File: config.mk
export PLATFORM = sky130hd
export DESIGN_NAME = external_interrupt_detect
export DESIGN_NICKNAME = d
export VERILOG_FILES = /design/src/ext_int_pkg.sv /design/src/external_interrupt_detect.sv
export SDC_FILE = /design/constraint.sdc
export NUM_CORES = 1
export LEC_CHECK = 0
export BUFFER_PORTS_ARGS = -buffer_cell sky130_fd_sc_hd__clkbuf_2
export CAP_MARGIN = 0
export CORE_MARGIN = 5
export CORE_UTILIZATION = 50
export CTS_BUF_LIST = sky130_fd_sc_hd__clkbuf_16
export DETAILED_ROUTE_END_ITERATION = 12
export PLACE_DENSITY_LB_ADDON = 0.3
export SETUP_SLACK_MARGIN = 0.02
export SLEW_MARGIN = 20
export SYNTH_ARGS = -nofsm -noshare
export SYNTH_HDL_FRONTEND = slang
export SYNTH_SLANG_ARGS = --single-unit
File: constraint.sdc
create_clock -name mclk -period 3 [get_ports mclk]
set_clock_uncertainty 0.05 [all_clocks]
set_input_delay 0.6 -clock mclk [delete_from_list [all_inputs] [get_ports mclk]]
set_output_delay 0.6 -clock mclk [all_outputs]
set_load 0.02 [all_outputs]
File: src/ext_int_pkg.sv
// Constants and types for the external interrupt detector
package ext_int_pkg;
    localparam int CLOCKS_PER_MACHINE_CYCLE = 12;
    localparam int PHASE_WIDTH = 4;
    localparam logic [3:0] S5P2_PHASE = 4'h9;
    localparam logic [3:0] LAST_PHASE = 4'(CLOCKS_PER_MACHINE_CYCLE - 1);
    localparam int CALL_MACHINE_CYCLES = 2;
    localparam int CALL_CLOCKS = CALL_MACHINE_CYCLES * CLOCKS_PER_MACHINE_CYCLE;
    localparam int NUM_SOURCES = 8;
    localparam int ADDR_WIDTH = 5;
    // Byte offsets of the register map
    localparam logic [4:0] CONTROL_OFFSET = 5'h00;
    localparam logic [4:0] FLAGS_OFFSET = 5'h04;
    localparam logic [4:0] STATUS_OFFSET = 5'h08;
    localparam logic [4:0] CLEAR_OFFSET = 5'h0c;
    localparam logic [4:0] ENABLE_OFFSET = 5'h10;
    localparam logic [4:0] VECTOR_OFFSET = 5'h14;
    // Control register bit positions
    localparam int EXT0_TRIGGER_TYPE_BIT = 0;
    localparam int EXT1_TRIGGER_TYPE_BIT = 1;
    localparam int EXT2_RISING_SELECT_BIT = 2;
    localparam int EXT3_RISING_SELECT_BIT = 3;
    localparam int TIMER2_EXT_TRIGGER_ENABLE_BIT = 4;
    localparam int CONTROL_WIDTH = 5;
    // Source numbering: 0,1 level/falling, 2..6 edge pins, 7 timer-2 trigger
    localparam int TIMER2_SOURCE = 7;
    localparam logic [4:0] CONTROL_RESET = 5'h00;
    localparam logic [7:0] FLAGS_RESET = 8'h00;
    localparam logic [7:0] STATUS_RESET = 8'h00;
    localparam logic [7:0] ENABLE_RESET = 8'h00;
    // Inactive pin levels: high for falling-edge inputs, low for rising
    localparam logic [7:0] PREV_SAMPLE_RESET = 8'h8f;
    localparam logic [7:0] SYNC_RESET = 8'h8f;

    typedef enum logic [2:0] {
        VEC_IDLE = 3'b001,
        VEC_CALL1 = 3'b010,
        VEC_CALL2 = 3'b100
    } vector_state_type;
endpackage : ext_int_pkg

File: src/external_interrupt_detect.sv
// External interrupt request detection, flagging and vectoring timing
`timescale 1ns/10ps
module external_interrupt_detect
    import ext_int_pkg::*;
#(
    parameter int MC_CLOCKS = CLOCKS_PER_MACHINE_CYCLE
) (
    input wire logic mclk,
    input wire logic resetn,
    input wire logic [1:0] ext_request_pin_n,
    input wire logic [6:2] ext_edge_pin,
    input wire logic timer2_ext_trigger_pin,
    input wire logic instr_final,
    input wire logic instr_blocks_vector,
    input wire logic return_from_interrupt,
    input wire logic [7:0] priority_block,
    input wire logic [ADDR_WIDTH-1:0] address,
    input wire logic read,
    input wire logic write,
    input wire logic [31:0] writedata,
    input wire logic [3:0] byteenable,
    output logic [31:0] readdata,
    output logic waitrequest,
    output logic irq,
    output logic call_active,
    output logic [2:0] call_source,
    output logic service_start
);
    localparam int CALL_TAIL = CALL_MACHINE_CYCLES * MC_CLOCKS - 8;

    typedef struct packed {
        logic [7:0] sync1;
        logic [7:0] sync2;
        logic [7:0] prev;
        logic [3:0] phase;
        logic [7:0] flags;
        logic [7:0] polled;
        logic [4:0] ctrl;
        logic [7:0] status;
        logic [7:0] enable;
        logic defer;
        logic in_progress;
        vector_state_type vstate;
        logic call_active;
        logic [2:0] call_source;
        logic service_start;
        logic waitrequest;
        logic [31:0] readdata;
        logic irq;
    } state_type;

    localparam state_type STATE_RESET = '{
        sync1: SYNC_RESET,
        sync2: SYNC_RESET,
        prev: PREV_SAMPLE_RESET,
        phase: 4'h0,
        flags: FLAGS_RESET,
        polled: 8'h00,
        ctrl: CONTROL_RESET,
        status: STATUS_RESET,
        enable: ENABLE_RESET,
        defer: 1'b0,
        in_progress: 1'b0,
        vstate: VEC_IDLE,
        call_active: 1'b0,
        call_source: 3'h0,
        service_start: 1'b0,
        waitrequest: 1'b1,
        readdata: 32'h0000_0000,
        irq: 1'b0
    };

    state_type s;
    state_type n;
    logic [7:0] pins;
    logic [7:0] set_req;
    logic [7:0] level_val;
    logic [7:0] clr_mask;
    logic [7:0] pending;
    logic call_start;
    logic [2:0] pick;
    logic at_s5p2;
    logic at_last;
    logic bus_take;
    logic [3:0] last_phase;

    assign pins = {timer2_ext_trigger_pin, ext_edge_pin, ext_request_pin_n};

    always_comb begin
        n = s;
        set_req = 8'h00;
        level_val = 8'h00;
        clr_mask = 8'h00;
        pending = 8'h00;
        call_start = 1'b0;
        pick = 3'h0;
        last_phase = 4'(MC_CLOCKS - 1);
        at_s5p2 = (s.phase == S5P2_PHASE);
        at_last = (s.phase == last_phase);
        bus_take = (read || write) && !s.waitrequest;

        // Two-stage synchroniser for all request pins
        n.sync1 = pins;
        n.sync2 = s.sync1;
        n.phase = at_last ? 4'h0 : s.phase + 4'h1;

        // Edge detection on the S5P2 sample of each machine cycle
        if (at_s5p2) begin
            n.prev = s.sync2;
            for (int i = 0; i < 2; i++) begin
                level_val[i] = !s.sync2[i];
                set_req[i] = s.prev[i] && !s.sync2[i];
            end
            for (int i = 2; i < 4; i++) begin
                if (s.ctrl[EXT2_RISING_SELECT_BIT + i - 2]) begin
                    set_req[i] = !s.prev[i] && s.sync2[i];
                end else begin
                    set_req[i] = s.prev[i] && !s.sync2[i];
                end
            end
            for (int i = 4; i < 7; i++) begin
                set_req[i] = !s.prev[i] && s.sync2[i];
            end
            set_req[TIMER2_SOURCE] = s.ctrl[TIMER2_EXT_TRIGGER_ENABLE_BIT]
                && s.prev[TIMER2_SOURCE] && !s.sync2[TIMER2_SOURCE];
        end

        // Snapshot at the start of the cycle after S5P2; only this is polled
        if (s.phase == 4'h0) begin
            n.polled = s.flags;
        end

        // Blocked requests are dropped, nothing pends beyond the flag
        pending = s.polled & ~priority_block;
        for (int i = NUM_SOURCES - 1; i >= 0; i--) begin
            if (pending[i]) begin
                pick = 3'(i);
            end
        end
        // Vector only in the final cycle of an unblocked instruction
        call_start = at_last && (s.vstate == VEC_IDLE) && !s.in_progress
            && (pending != 8'h00) && instr_final
            && !instr_blocks_vector && !s.defer;

        if (at_last && instr_final) begin
            n.defer = instr_blocks_vector;
        end

        if (call_start) begin
            clr_mask[pick] = 1'b1;
            if (pick < 3'h2 && !s.ctrl[pick[0]]) begin
                clr_mask[pick] = 1'b0;
            end
        end

        // Level inputs follow the pin; edge flags are sticky until vectored
        for (int i = 0; i < NUM_SOURCES; i++) begin
            n.flags[i] = (s.flags[i] && !clr_mask[i]) || set_req[i];
        end
        // Separate loop so no index runs past the five control bits
        for (int i = 0; i < 2; i++) begin
            if (!s.ctrl[i]) begin
                n.flags[i] = at_s5p2 ? level_val[i] : s.flags[i];
            end
        end

        // Two machine-cycle hardware call, then the routine starts
        n.service_start = 1'b0;
        unique case (s.vstate)
            VEC_IDLE: begin
                if (call_start) begin
                    n.vstate = VEC_CALL1;
                    n.call_active = 1'b1;
                    n.call_source = pick;
                    n.in_progress = 1'b1;
                end
            end
            VEC_CALL1: begin
                if (at_last) begin
                    n.vstate = VEC_CALL2;
                end
            end
            VEC_CALL2: begin
                if (at_last) begin
                    n.vstate = VEC_IDLE;
                    n.call_active = 1'b0;
                    n.service_start = 1'b1;
                end
            end
        endcase
        if (return_from_interrupt && s.vstate == VEC_IDLE) begin
            n.in_progress = 1'b0;
        end

        // Bus slave: one wait cycle, then accept at the waitrequest-low edge
        n.waitrequest = !((read || write) && s.waitrequest);
        n.readdata = 32'h0000_0000;
        if (read && s.waitrequest) begin
            unique case (address)
                CONTROL_OFFSET: n.readdata = {27'h0, s.ctrl};
                FLAGS_OFFSET: n.readdata = {24'h0, s.flags};
                STATUS_OFFSET: n.readdata = {24'h0, s.status};
                ENABLE_OFFSET: n.readdata = {24'h0, s.enable};
                VECTOR_OFFSET: n.readdata = {27'h0, s.in_progress, s.call_active,
                    s.call_source == 3'h7, s.defer, s.service_start};
                default: n.readdata = 32'h0000_0000;
            endcase
        end else if (bus_take) begin
            n.readdata = s.readdata;
        end

        // Sticky event status; a new event beats a simultaneous clear
        if (write && bus_take && byteenable[0]) begin
            unique case (address)
                CONTROL_OFFSET: n.ctrl = writedata[CONTROL_WIDTH-1:0];
                CLEAR_OFFSET: n.status = s.status & ~writedata[7:0];
                ENABLE_OFFSET: n.enable = writedata[7:0];
                default: n.status = s.status;
            endcase
        end
        n.status = n.status | (n.flags & ~s.flags);
        n.irq = (n.status & n.enable) != 8'h00;
    end

    always_ff @(posedge mclk or negedge resetn) begin
        if (!resetn) begin
            s <= STATE_RESET;
        end else begin
            s <= n;
        end
    end

    assign readdata = s.readdata;
    assign waitrequest = s.waitrequest;
    assign irq = s.irq;
    assign call_active = s.call_active;
    assign call_source = s.call_source;
    assign service_start = s.service_start;
endmodule : external_interrupt_detect

==> impl_metrics.ini <==
[timing]
rsz0062_at_grt = no
hold_violations = 0
setup_viol = 0
slew_headroom_pct = 51.66
setup_slack_ns = 0.3867
fmax_mhz = 382.7
fin_crit_sh_pct = 87.11
worst_slew_pin_slew_ns = 0.7252
timing.final.crit_period_ns = 2.613
slew_viol_final = 0
tns_ns = 0

[clock_network]
cts_resized = 0
clk_latency_ns = 0.33
clock_sinks = 85
clk_pin_slew_worst_paths_ns = 0.06
numCtsBuffers = 9
cts_max_level = 3
cts-root-buf = clkbuf_16
cts_tree = done
cts_buffer_depth = 2
ctsHoldBuffers = 0
postCtsSetupBuffers = 0

[worst_setup_path]
end_kind = register
criticalPathCategory = reg2reg
rr_startpoint = s[81]
crit_path_max_fanout = 7
arrival_ns = 2.78
startpoint_type = register
crit_required_ns = 3.17
setup.worst_path.start = s[81]

[floorplanning]
fp-row-count = 32
die_w_um = 99.26
core_area_um2 = 7727
die_h_um = 99.26
dieArea_um2 = 9853
initial_core_util_pct = 51.55
pin_count = 103

[place]
place_ws_ns = 0.2483
dp.final_hpwl_um = 6451
placed_area_um2 = 4190
gp_congestion = 0.8596
port_buffers = 51

[synthesis]
synth_flop_cell = dfrtp_1
synth_top_family_by_area = simple AND/OR/NAND/NOR gates
synth-async-reset-ratio_pct = 100.0
synth_fa_ha_area_share_pct = 0.9422
synthDistinctLibCells = 55
synth_compound_area_share_pct = 14.16
synth.cell_area_um2 = 3984
synth-edff-count = 0
seq_area_frac_synth_pct = 53.93
yosysWarnings = 0
avgSynthCellArea_um2 = 10.97
synth-simple-area-share_pct = 16.17
synth.area.mux_share_pct = 5.371
ys_ff_latch = 85
syn_inst = 363
synth_xor_area_share_pct = 0.2198

[finish]
area.sequential_um2 = 2148
areaGrowthSynthToFinish_pct = 12.19
fin_nets = 476
fillers = 648
design_area_um2 = 4469
drive_above_1_share_pct = 28.26
multi_input_area_um2 = 1559
antenna_cells = 0

[global_route]
grt_pass1_vias = 2817
antenna_found_initial = 0
grt_usage_pct = 18.21
grt_pass1_wl_um = 14080
grt_max_degree = 83
grt_overflow = 0

[detailed_routing]
drtAntennaViolNets = 0
drt_pre_antenna_iters = 7
vias = 2857
routed_wl_um = 8602
wire_per_inst_um = 16.67
drtIter0Drc = 207
drc_errors = 0
vias_per_cell = 5.537

[pwr]
ir_drop_uv = 339.4
p_leak_nw = 2.044
p_per_area_nw_per_um2 = 565.9

[flow_run]
cap_viol_max_count = 0

[min_path]
hp-class = in2async

[run_status]
status = complete, no violations
[per-stage QoR]
| step | hold WS [ns] | util, % | cells | power [mW] |
|---|---|---|---|---|
| after global routing | 0.2740 | 57.84 | 516 | 2.639 |
| final | 0.2649 | 57.84 | 516 | 2.529 |
| after global placement | 0.2812 | 54.23 | 500 | 1.520 |
| after floorplan | 0.2544 | - | 386 | 1.447 |
| after CTS | 0.2788 | 57.79 | 516 | 2.557 |
| after detailed placement | 0.2847 | 54.23 | 500 | 1.530 |
[routing by layer]
layer / track usage [%] / wire, um
met5: 0 / 0
met4: 6.828 / 165
met3: 4.208 / 562
met2: 29.39 / 4154
met1: 23.99 / 3720
[area by class of cell]
| class | instances | area share (%) |
|---|---|---|
| Sequential cell | 85 | 48.07 |
| Multi-Input combinational cell | 241 | 34.88 |
| Clock inverter | 7 | 1.120 |
| Tap cell | 102 | 2.856 |
| Inverter | 16 | 1.344 |
| Timing Repair Buffer | 56 | 6.691 |
| Clock buffer | 9 | 5.039 |
[registers in the layout, indices dropped and copies added (netlist names)]
signal,count
n,8
s,62
call_active,1
readdata,8
call_source,3
irq,1
waitrequest,1
service_start,1
[cells by family (layout without fill, tap and decap cells)]
logic type                 Yosys count  count (layout)
and+or+nand+nor                    118             118
DFF                                 85              85
AOI/OAI and AO/OA                   76              76
buffers and inverters               60              88
muxes                               19              19
adders and majority gates            3               3
other                                1              24
xor gates and xnor gates             1               1
[power breakdown]
| group | leakage, nW | total, mW | internal, mW | switching (mW) |
|---|---|---|---|---|
| Combinational | 0.924 | 0.246 | 0.0879 | 0.158 |
| Sequential | 0.993 | 1.27 | 1.22 | 0.0450 |
| Clock | 0.128 | 1.02 | 0.562 | 0.456 |
[layout by cell type (no fill, tap or decap), types with 3 or more instances in the layout]
cell type and count:
ha_1 3, o41ai_1 14, a21oi_1 4, mux2_2 19
conb_1 24, nor2_1 13, nor2b_1 7, and3_1 5
nor3_1 4, nand2b_1 10, dfstp_2 17, and2_1 3
nand3b_1 3, inv_1 16, o31ai_1 3, a221o_1 4
nand4_1 3, dfrtp_1 68, clkbuf_16 9, a222oi_1 4
o211ai_1 3, a221oi_1 4, and3b_1 4, o21ai_0 23
nand2_1 48, clkbuf_2 50, buf_4 5, clkinvlp_4 3
[worst paths after layout]
path / endpoint / depth (start not counted) / slack, ns
min in group mclk: n[93] / 1 / 0.29
worst min register to register: s[99] / 0 / 0.30
max in group asynchronous: s[87] / 2 / 2.00
worst min-delay path: readdata[6] / 1 / 0.26
worst max register to register: s[79] / 6 / 0.39
worst max-delay path: s[79] / 6 / 0.39
[synthesized netlist by cell type (4+ instances only)]
library cell / n / area [um2]
dfstp_2: 17 / 446.7
nand2b_1: 10 / 62.56
a221oi_1: 4 / 35.03
o21ai_0: 23 / 115.1
a221o_1: 4 / 40.04
and3_1: 5 / 31.28
mux2_2: 19 / 214.0
nand2_1: 48 / 180.2
a21oi_1: 4 / 20.02
nor2_1: 13 / 48.80
buf_4: 36 / 270.3
nor2b_1: 7 / 43.79
and3b_1: 4 / 35.03
o41ai_1: 14 / 122.6
a222oi_1: 4 / 40.04
nor3_1: 4 / 20.02
clkbuf_1: 6 / 22.52
inv_1: 16 / 60.06
dfrtp_1: 68 / 1702
[worst max-delay path, cell delays in order (launching register included)]
cell and delay (ns):
dfrtp_1 0.41, ha_1 0.22, and3b_1 0.38, nand4_2 0.31, nor4_1 0.56, o211ai_1 0.28, a32o_1 0.28
Power figures use the tool's default switching activity.
